File: config.mk
export PLATFORM = sky130hd
export DESIGN_NAME = sar_adc_comparator_control
export DESIGN_NICKNAME = d
export VERILOG_FILES = /design/src/hw/sar_ctl_pkg.sv /design/src/hw/sar_adc_comparator_control.sv
export SDC_FILE = /design/constraint.sdc
export NUM_CORES = 1
export LEC_CHECK = 0
export ABC_AREA = 1
export BUFFER_PORTS_ARGS = -buffer_cell sky130_fd_sc_hd__buf_2
export CELL_PAD_IN_SITES_DETAIL_PLACEMENT = 0
export CELL_PAD_IN_SITES_GLOBAL_PLACEMENT = 2
export CORE_MARGIN = 2
export CORE_UTILIZATION = 25
export CTS_CLUSTER_SIZE = 14
export DETAILED_ROUTE_END_ITERATION = 8
export PLACE_DENSITY = 0.77
export SLEW_MARGIN = 10
export SYNTH_ARGS = -nofsm -noshare
export SYNTH_HDL_FRONTEND = slang
export SYNTH_SLANG_ARGS = --single-unit
File: constraint.sdc
create_clock -name mclk -period 1.8 [get_ports mclk]
set_input_delay 0.18 -clock mclk [delete_from_list [all_inputs] [get_ports mclk]]
set_output_delay 0.18 -clock mclk [all_outputs]
set_load 0.05 [all_outputs]
File: src/hw/sar_ctl_pkg.sv
// Shared constants of the successive-approximation converter control block
package sar_ctl_pkg;
  localparam int RESULT_W         = 10;
  localparam int LEVEL_W          = 8;
  localparam int NIB_W            = 4;
  localparam int CTRL_W           = 4;
  // Converter control fields
  localparam int MODE_BIT         = 3;
  localparam int CHAN_MSB         = 2;
  localparam int CHAN_W           = 3;
  localparam logic [2:0] CHAN_MAX = 3'h5;
  localparam logic [3:0] CTRL_RESET = 4'h0;
  localparam logic [9:0] RESULT_RESET = 10'h000;
  localparam logic [7:0] LEVEL_RESET  = 8'h00;
  // Interrupt control bit cleared before leaving comparator mode
  localparam int IRQ_CMP_BIT      = 2;
  // Operation lengths in machine cycles
  localparam int CONVERT_CYCLES   = 62;
  localparam int COMPARE_CYCLES   = 8;
  localparam int CNT_W            = 6;
  // Machine cycle in ns and divider derived from the 100 MHz clock
  localparam int MCLK_NS          = 10;
  localparam int MACHINE_NS       = 500;
  localparam int MACHINE_DIV      = MACHINE_NS / MCLK_NS;
endpackage

File: src/hw/sar_adc_comparator_control.sv
// Control logic of a 10-bit successive-approximation converter/comparator
// Behaviour
// RULE1 - Result is 10 bits; high fetch gives upper eight bits in B and A.
// RULE2 - Low fetch puts result bits 1:0 into A bits 3:2, zeroes A 1:0.
// RULE3 - Software never fetches a result while conversion runs.
// RULE4 - During conversion DAC code equals the result register.
// RULE5 - Completion flag is set to one when conversion finishes.
// RULE6 - Flag clears on interrupt taken or on a skip that found it set.
// RULE7 - Skip-if-done tests the flag; interrupt control picks irq or skip.
// RULE8 - Start begins conversion; result lands without further software.
// RULE9 - Each conversion first clears the whole result register; code loads 10'h200 at start, MSB trial already set.
// RULE10 - Each bit MSB first: set, compare, keep when reference below input.
// RULE11 - Conversion ends 62 machine cycles after start, raising irq and flag.
// RULE12 - Mode bit one selects comparator mode.
// RULE13 - Comparator threshold drives DAC; load takes B high nibble, A low.
// RULE14 - Entering comparator mode leaves the result undefined.
// RULE15 - Threshold kept across modes, accessible only in comparator mode.
// RULE16 - In comparator mode DAC reference is VDD/256 times threshold.
// RULE17 - In comparator mode flag is one when input is below reference.
// RULE18 - Comparator start ends 8 machine cycles later, then updates flag.
// RULE19 - Software never changes mode while an operation runs.
// RULE20 - Software clears interrupt control bit 2 before leaving comparator.
// RULE21 - Flag may set on comparator-to-conversion switch; software skips.
// RULE22 - Mode bit zero selects conversion mode.
// RULE23 - Control bits 2:0 pick inputs 0 to 5; codes 6 and 7 unavailable.
// RULE24 - Start while running restarts from the clear, count begins again.
`timescale 1ns/1ps
module sar_adc_comparator_control #(
  parameter int MACHINE_DIV    = sar_ctl_pkg::MACHINE_DIV,
  parameter int CONVERT_CYCLES = sar_ctl_pkg::CONVERT_CYCLES,
  parameter int COMPARE_CYCLES = sar_ctl_pkg::COMPARE_CYCLES
) (
  // Clock and reset
  input  wire logic       mclk,
  input  wire logic       sys_rst,
  // Core instruction strobes, one mclk cycle each
  input  wire logic       convertStartOp,
  input  wire logic       skipIfDoneOp,
  input  wire logic       fetchResultHighOp,
  input  wire logic       fetchResultLowOp,
  input  wire logic       setThresholdOp,
  input  wire logic       ctrlWrite,
  input  wire logic       interruptTaken,
  // Core work registers and interrupt control
  input  wire logic [3:0] regA,
  input  wire logic [3:0] regB,
  input  wire logic       irqSelect,
  // Results back to the core
  output logic      [3:0] nextRegA,
  output logic      [3:0] nextRegB,
  output logic            regAWrite,
  output logic            regBWrite,
  output logic            skipTaken,
  output logic      [3:0] converterControl,
  output logic            irqRequest,
  output logic            doneFlag,
  output logic            busy,
  // Analog side
  input  wire logic       compareHigh,
  output logic      [9:0] dacCode,
  output logic            dacTenBit,
  output logic      [2:0] inputSelect,
  output logic            analogEnable
);

  typedef enum logic [2:0] {
    IDLE    = 3'b001,
    CONVERT = 3'b010,
    COMPARE = 3'b100
  } state_t;

  state_t     state;
  state_t     next_state;
  logic [9:0] result;
  logic [9:0] next_result;
  logic [7:0] level;
  logic [7:0] next_level;
  logic [3:0] next_converterControl;
  logic       next_doneFlag;
  logic       next_irqRequest;
  logic [5:0] cycleCnt;
  logic [5:0] next_cycleCnt;
  logic [3:0] bitIdx;
  logic [3:0] next_bitIdx;
  logic [6:0] divCnt;
  logic [6:0] next_divCnt;
  logic       divWrap;
  logic       tick;
  logic       compSync1;
  logic       compSync2;
  logic       modeCmp;
  logic       convertLast;
  logic       compareLast;
  logic       finish;

  assign modeCmp = converterControl[sar_ctl_pkg::MODE_BIT];

  // Machine-cycle enable from the system clock; a start realigns the
  // divider so every operation counts whole machine cycles
  assign divWrap = (divCnt == 7'(MACHINE_DIV - 1));

  always_comb
  begin
    next_divCnt = divCnt + 7'h01;
    if (sys_rst || convertStartOp || divWrap)
      next_divCnt = 7'h00;
  end

  always_ff @(posedge mclk)
  begin
    divCnt <= next_divCnt;
  end

  assign tick = divWrap;

  // The comparator output is asynchronous to mclk; only the second
  // stage is read, the first may still be settling
  always_ff @(posedge mclk)
  begin
    compSync1 <= compareHigh;
    compSync2 <= compSync1;
  end

  // One-bit-per-machine-cycle SAR step; spare cycles hold the last trial
  function automatic logic [9:0] sar_step(input logic [9:0] cur,
                                          input logic [3:0] idx,
                                          input logic       keep);
    logic [9:0] v;
    v = cur;
    v[idx] = keep;
    if (idx != 4'h0)
      v[idx - 4'h1] = 1'b1;
    return v;
  endfunction

  // Last machine cycle of each operation
  assign convertLast = (state == CONVERT) && tick &&
                       (cycleCnt == 6'(CONVERT_CYCLES - 1));
  assign compareLast = (state == COMPARE) && tick &&
                       (cycleCnt == 6'(COMPARE_CYCLES - 1));
  assign finish      = convertLast || compareLast;

  // Control and threshold registers
  always_comb
  begin
    next_converterControl = converterControl;
    next_level            = level;
    if (ctrlWrite)
      next_converterControl = regA; // RULE12 RULE22 RULE23
    // The threshold is writable in comparator mode only
    if (setThresholdOp && modeCmp)
      next_level = {regB, regA}; // RULE13 RULE15
    if (sys_rst)
    begin
      next_converterControl = sar_ctl_pkg::CTRL_RESET;
      next_level            = sar_ctl_pkg::LEVEL_RESET;
    end
  end

  always_ff @(posedge mclk)
  begin
    converterControl <= next_converterControl;
    level            <= next_level;
  end

  // Sequencer, result register and machine-cycle count
  always_comb
  begin
    next_state    = state;
    next_result   = result;
    next_cycleCnt = cycleCnt;
    next_bitIdx   = bitIdx;
    // Entering comparator mode leaves a fixed pattern, not the old result
    if (ctrlWrite && !modeCmp && regA[sar_ctl_pkg::MODE_BIT])
      next_result = 10'h3ff; // RULE14
    unique case (state)
      IDLE:
      begin
      end
      CONVERT:
      begin
        if (tick)
        begin
          next_cycleCnt = cycleCnt + 6'h01;
          if (bitIdx != 4'hf)
          begin
            // Keep the trial bit while the reference sits below the input
            next_result = sar_step(result, bitIdx, compSync2); // RULE10
            next_bitIdx = (bitIdx == 4'h0) ? 4'hf : bitIdx - 4'h1;
          end
        end
      end
      COMPARE:
      begin
        if (tick)
          next_cycleCnt = cycleCnt + 6'h01;
      end
    endcase
    if (finish)
      next_state = IDLE; // RULE8 RULE11 RULE18
    // A start wins over a finish, so a running operation begins again
    if (convertStartOp)
    begin
      next_cycleCnt = 6'h00; // RULE24
      if (modeCmp)
        next_state = COMPARE; // RULE18
      else
      begin
        next_state  = CONVERT;
        next_result = 10'h200; // RULE9
        next_bitIdx = 4'h9;
      end
    end
    if (sys_rst)
    begin
      next_state    = IDLE;
      next_result   = sar_ctl_pkg::RESULT_RESET;
      next_cycleCnt = 6'h00;
      next_bitIdx   = 4'hf;
    end
  end

  always_ff @(posedge mclk)
  begin
    state    <= next_state;
    result   <= next_result;
    cycleCnt <= next_cycleCnt;
    bitIdx   <= next_bitIdx;
  end

  // Completion flag and interrupt pulse
  always_comb
  begin
    next_doneFlag   = doneFlag;
    next_irqRequest = 1'b0;
    // Clear first so that a finish in the same cycle still writes the flag;
    // the same skip also clears a flag left by a mode change
    if (interruptTaken || (skipIfDoneOp && doneFlag))
      next_doneFlag = 1'b0; // RULE6 RULE7 RULE21
    if (convertLast)
    begin
      next_doneFlag   = 1'b1; // RULE5 RULE11 RULE8
      next_irqRequest = irqSelect;
    end
    else if (compareLast)
    begin
      // Input below reference means the comparator reads low
      next_doneFlag   = !compSync2; // RULE17 RULE18
      next_irqRequest = irqSelect && !compSync2;
    end
    if (sys_rst)
    begin
      next_doneFlag   = 1'b0;
      next_irqRequest = 1'b0;
    end
  end

  always_ff @(posedge mclk)
  begin
    doneFlag   <= next_doneFlag;
    irqRequest <= next_irqRequest;
  end

  // Fetches are combinational answers in the instruction's own cycle;
  // a fetch during a conversion returns the partial result
  always_comb
  begin
    nextRegA  = regA;
    nextRegB  = regB;
    regAWrite = 1'b0;
    regBWrite = 1'b0;
    if (fetchResultHighOp)
    begin
      nextRegB  = result[9:6]; // RULE1
      nextRegA  = result[5:2];
      regAWrite = 1'b1;
      regBWrite = 1'b1;
    end
    else if (fetchResultLowOp)
    begin
      nextRegA  = {result[1:0], 2'h0}; // RULE2
      regAWrite = 1'b1;
    end
    else if (setThresholdOp && !modeCmp)
    begin
      // Threshold is invisible outside comparator mode
      regAWrite = 1'b0; // RULE15
    end
  end

  assign skipTaken    = skipIfDoneOp && doneFlag; // RULE7
  assign busy         = (state != IDLE);
  assign dacTenBit    = !modeCmp;
  assign dacCode      = modeCmp ? {level, 2'h0} : result; // RULE4 RULE16
  assign inputSelect  = converterControl[sar_ctl_pkg::CHAN_MSB:0];
  // Unavailable channel codes keep the analog switch open
  assign analogEnable = busy &&
                        (inputSelect <= sar_ctl_pkg::CHAN_MAX); // RULE23

endmodule

# Word-level counts from Yosys, hierarchy flattened
# Index checks and enable logic that the tools add are counted.
[classes] add_sub_neg=3 n_bitwise=1 reduce_logical=25 eq_ne=7 order_cmp=5 muxes=33
[ops] operator="$mux 10" n=8
[ops] operator="$mux 4" n=9
[ops] operator="$logic_and 1x1->1" n=12
[ops] operator="$bwmux 10" n=1
[ops] operator="$lt 4x5->1 const B" n=2
[ops] operator="$mux 1" n=10
[ops] operator="$or 10x10->10" n=1
[ops] operator="$mux 3" n=3
[ops] operator="$demux 1 s4" n=2
[ops] operator="$ge 4x1->1 const B" n=2
[ops] operator="$add 7x1->7 const B" n=1
[ops] operator="$eq 7x6->1 const B" n=1
[ops] operator="$add 6x1->6 const B" n=1
[ops] operator="$eq 6x3->1 const B" n=1
[ops] operator="$eq 6x6->1 const B" n=1
[ops] operator="$logic_not 4->1" n=1
[ops] operator="$logic_or 1x1->1" n=4
[ops] operator="$ne 4x4->1 const B" n=1
[ops] operator="$reduce_bool 4->1" n=1
[ops] operator="$reduce_or 2->1" n=2
[ops] operator="$sub 4x1->4 const B" n=1
[ops] operator="$eq 3x2->1 const B" n=1
[ops] operator="$eq 3x3->1 const B" n=1
[ops] operator="$le 3x3->1 const B" n=1
[ops] operator="5 further kinds" n=6
[word_totals] ff_bits=46 elab_cells=85 input_bits=19

# Depth between registers and ports, before layout
[depth] word_depth=12 depth_mapped=9 ltp_nobuf=9

# Worst setup path after synthesis
# Ideal clock, no wire load.
[synth_path] path_type="flip-flop to output port" startpoint="register converterControl[3]" endpoint="output port dacCode[2]" slack_ns=-0.231 arrival_time_ns=1.851 stages_incl_launch_ff=3 cell_sequence="dfxtp_1 > clkbuf_1 > o21ai_0"
[synth_between] elab_chain_len=1
[synth_lines] item="start: declaration" line_no="sar_adc_comparator_control.sv:54" rtl="output logic [3:0] converterControl,"
[synth_lines] item="start signal: assignment" line_no="sar_adc_comparator_control.sv:162" rtl="converterControl <= next_converterControl;"
[synth_lines] item="$mux 10" line_no="sar_adc_comparator_control.sv:294" rtl="assign dacCode = modeCmp ? {level, 2'h0} : result;"
[synth_lines] item="end: declaration" line_no="sar_adc_comparator_control.sv:60" rtl="output logic [9:0] dacCode,"
# No other way between the ends.

# Worst setup path after layout
# Same ends and word-level chain as after synthesis.

==> metrics <==
status=completed; vias=2511; share of cells above drive strength 1=0.1720; # rows=36; most frequent cells in the layout=87 x nand2_1, 57 x nor2_1, 51 x buf_2, 49 x inv_1, 44 x dfxtp_1; Mapped Area=2562 µm²; TritonCTS Buffers=5; H-tree Lvls=2; Pwr Density=701.4 nW/µm²; final hold vios=0; critical path class=flop to primary output; Min Clock Period, post-route=1.629 ns; Setup Skew=0.007944 ns; nature of the critical path endpoint=primary output; reg-to-reg critical path startpoint=bitIdx[1]; I/O pin cnt=52; reg2reg setup slack=0.25 ns; Placer Congestion=0.7995; Hold Crit Start=irqSelect; vias in the first global route=2362; Worst Setup Start Kind=flop; Sink Count=46; slew at the pin closest to its max-slew limit=0.5137 ns; Crit Path Max Fanout=14; FF-to-FF path depth=8; DRT iter0 DRCs=75; f_max=614.0 MHz; Die Wd=105.2 µm; Critical Path AT=1.45 ns; setup_tns=0 ns; sequential share of the synthesized area=0.3594; placed inst area=2954 µm²; initial antenna violation count=0; Max-Cap Viols=0; Gate Count Post-Synth=384; CTS tree=done; Peak VDD IR=271.8 µV; Hold Crit Depth=3; Synth Net Count=414; reg2reg end=result[7]; syn_area_per_cell=6.673 µm²; grt total ovfl=0; worst rel slew slack=0.6553; Starting Density=0.2598; drt total wl=6.788 mm; first-pass GRT wire length=11.65 mm; Root Driver=clkbuf_8; Leakage=1.430 nW; WL/cell=11.93 µm; Core Region=9864 µm²; DRT Pass-1 Iters=5; full die area=11080 µm²; Clk Latency, worst-skew pair=0.30 ns; number of nets in the layout=466; worst min path class=input port to flop; Req. time, crit path=1.62 ns; Area growth syn-to-layout=18.85%; dpl hpwl=5.218 mm; most common cell after layout, fill and taps aside=nand2_1; chip height=105.2 µm; Port Buf Inserts=51; fillcell total=1115; # DRC=0; Total Power=2.136 mW; Vias/cell=4.413; final antenna-violating net count=0; # setup viols final=0; final critical-path share of the clock period=0.9048; largest net degree at the start of global routing=18; YS warnings=0; Design Area, Final=3045 µm²; Yosys reg bits=46; Hold Path Sink=irqRequest; Global Route Usage Sum=0.1305; Final Slew Violations=0; CTS clk-pin slew, worst paths=0.09 ns; postcts setup bufs=0; Max clock buf depth=2; # diodes=0; unrepaired setup endpoints after global routing=false; count of different cell masters after synthesis=32
==> area by class of cell <==
class	instances	area (µm²)	share of cell area
Multi-Input combinational cell	275	1380	0.4532
Sequential cell	46	923.4	0.3032
Timing Repair Buffer	56	295.3	0.09696
Inverter	52	200.2	0.06574
Tap cell	133	166.4	0.05464
Clock buffer	6	72.57	0.02383
Clock inverter	1	7.507	0.002465
==> per-stage QoR <==
| stage | hold slack (ns) | setup WS [ns] | util | instances |
|---|---|---|---|---|
| after detailed placement | 0.3007 | 0.2115 | 0.2995 | 561 |
| after global routing | 0.1057 | 0.05672 | 0.3087 | 569 |
| after global placement | 0.3020 | 0.2594 | 0.2995 | 561 |
| final | 0.09583 | 0.1713 | 0.3087 | 569 |
| after CTS | 0.08421 | 0.1609 | 0.3086 | 569 |
| after floorplan | 0.2077 | -0.03795 | - | 384 |
==> registers in the layout (all words and copies together), names as in the netlist <==
name              cells
compSync1             1
bitIdx                4
result               10
compSync2             1
state                 3
divCnt                7
converterControl      4
cycleCnt              6
irqRequest            1
level                 8
doneFlag              1
==> worst max-delay path by stage <==
stage,from,to,slack [ns],cells after the start
floorplan,converterControl[3],dacCode[2],-0.04,4
global placement,bitIdx[0],result[7],0.26,8
detailed placement,bitIdx[0],result[7],0.21,8
CTS,converterControl[3],dacCode[2],0.16,4
global route,converterControl[3],dacCode[9],0.06,4
finish,converterControl[3],dacCode[2],0.17,4
==> cells in the mapped netlist <==
library cell	count	area [µm²]
nand2_1	87	326.6
nor2_1	57	214.0
inv_1	49	183.9
o21ai_0	48	240.2
dfxtp_1	46	920.9
nand3_1	20	100.1
a21oi_1	15	75.07
ha_1	11	137.6
buf_4	5	37.54
clkbuf_1	5	18.77
nor3_1	5	25.02
o211ai_1	5	37.54
o21ai_1	4	20.02
nor3b_1	3	22.52
xor2_1	3	26.28
clkinv_1	2	7.510
nand4_1	2	12.51
o22ai_1	2	12.51
or2_2	2	12.51
a21oi_2	1	8.760
and3_2	1	7.510
clkbuf_2	1	5.000
clkinv_4	1	8.760
nand2_4	1	11.26
nand3_2	1	10.01
nand3_4	1	17.52
nor2_4	1	11.26
nor3_2	1	10.01
nor3_4	1	16.27
o21ai_2	1	8.760
o21bai_1	1	7.510
xnor2_1	1	8.760
==> per-layer routing <==
metal | GRT usage | part of all wire
met5 | 0 | 0
met4 | 0.04857 | 0.016
met3 | 0.01793 | 0.031
met2 | 0.2051 | 0.44
met1 | 0.1812 | 0.51
==> power by group <==
group | switching [mW] | total, mW | internal, mW
registers | 0.0409 | 1.10 | 1.06
logic | 0.306 | 0.412 | 0.106
clock network | 0.360 | 0.627 | 0.267
==> critical path, cell delays in order, from the launching register on <==
cell and delay, ns:
dfxtp_2 0.50, buf_4 0.23, nand2_1 0.06, o21ai_1 0.07, buf_2 0.28
==> cell families (layout without fill, tap and decap cells) <==
logic type      count (synthesis)  in the layout  share of synthesized area
xor+xnor                        4              4                    0.01367
fa+ha+maj                      11             11                    0.05371
buf+inv                        63            115                     0.1021
compound gates                 77             77                     0.1602
flops                          46             46                     0.3594
simple gates                  183            183                     0.3110
==> repair_timing <==
action                                 4_1_cts  5_1_grt
resized for setup                            0        1
hold buffers                                 1        0
endpoints found under the hold margin        1        0
setup endpoints to repair                    0        5
(Power assumes the default switching activity.)
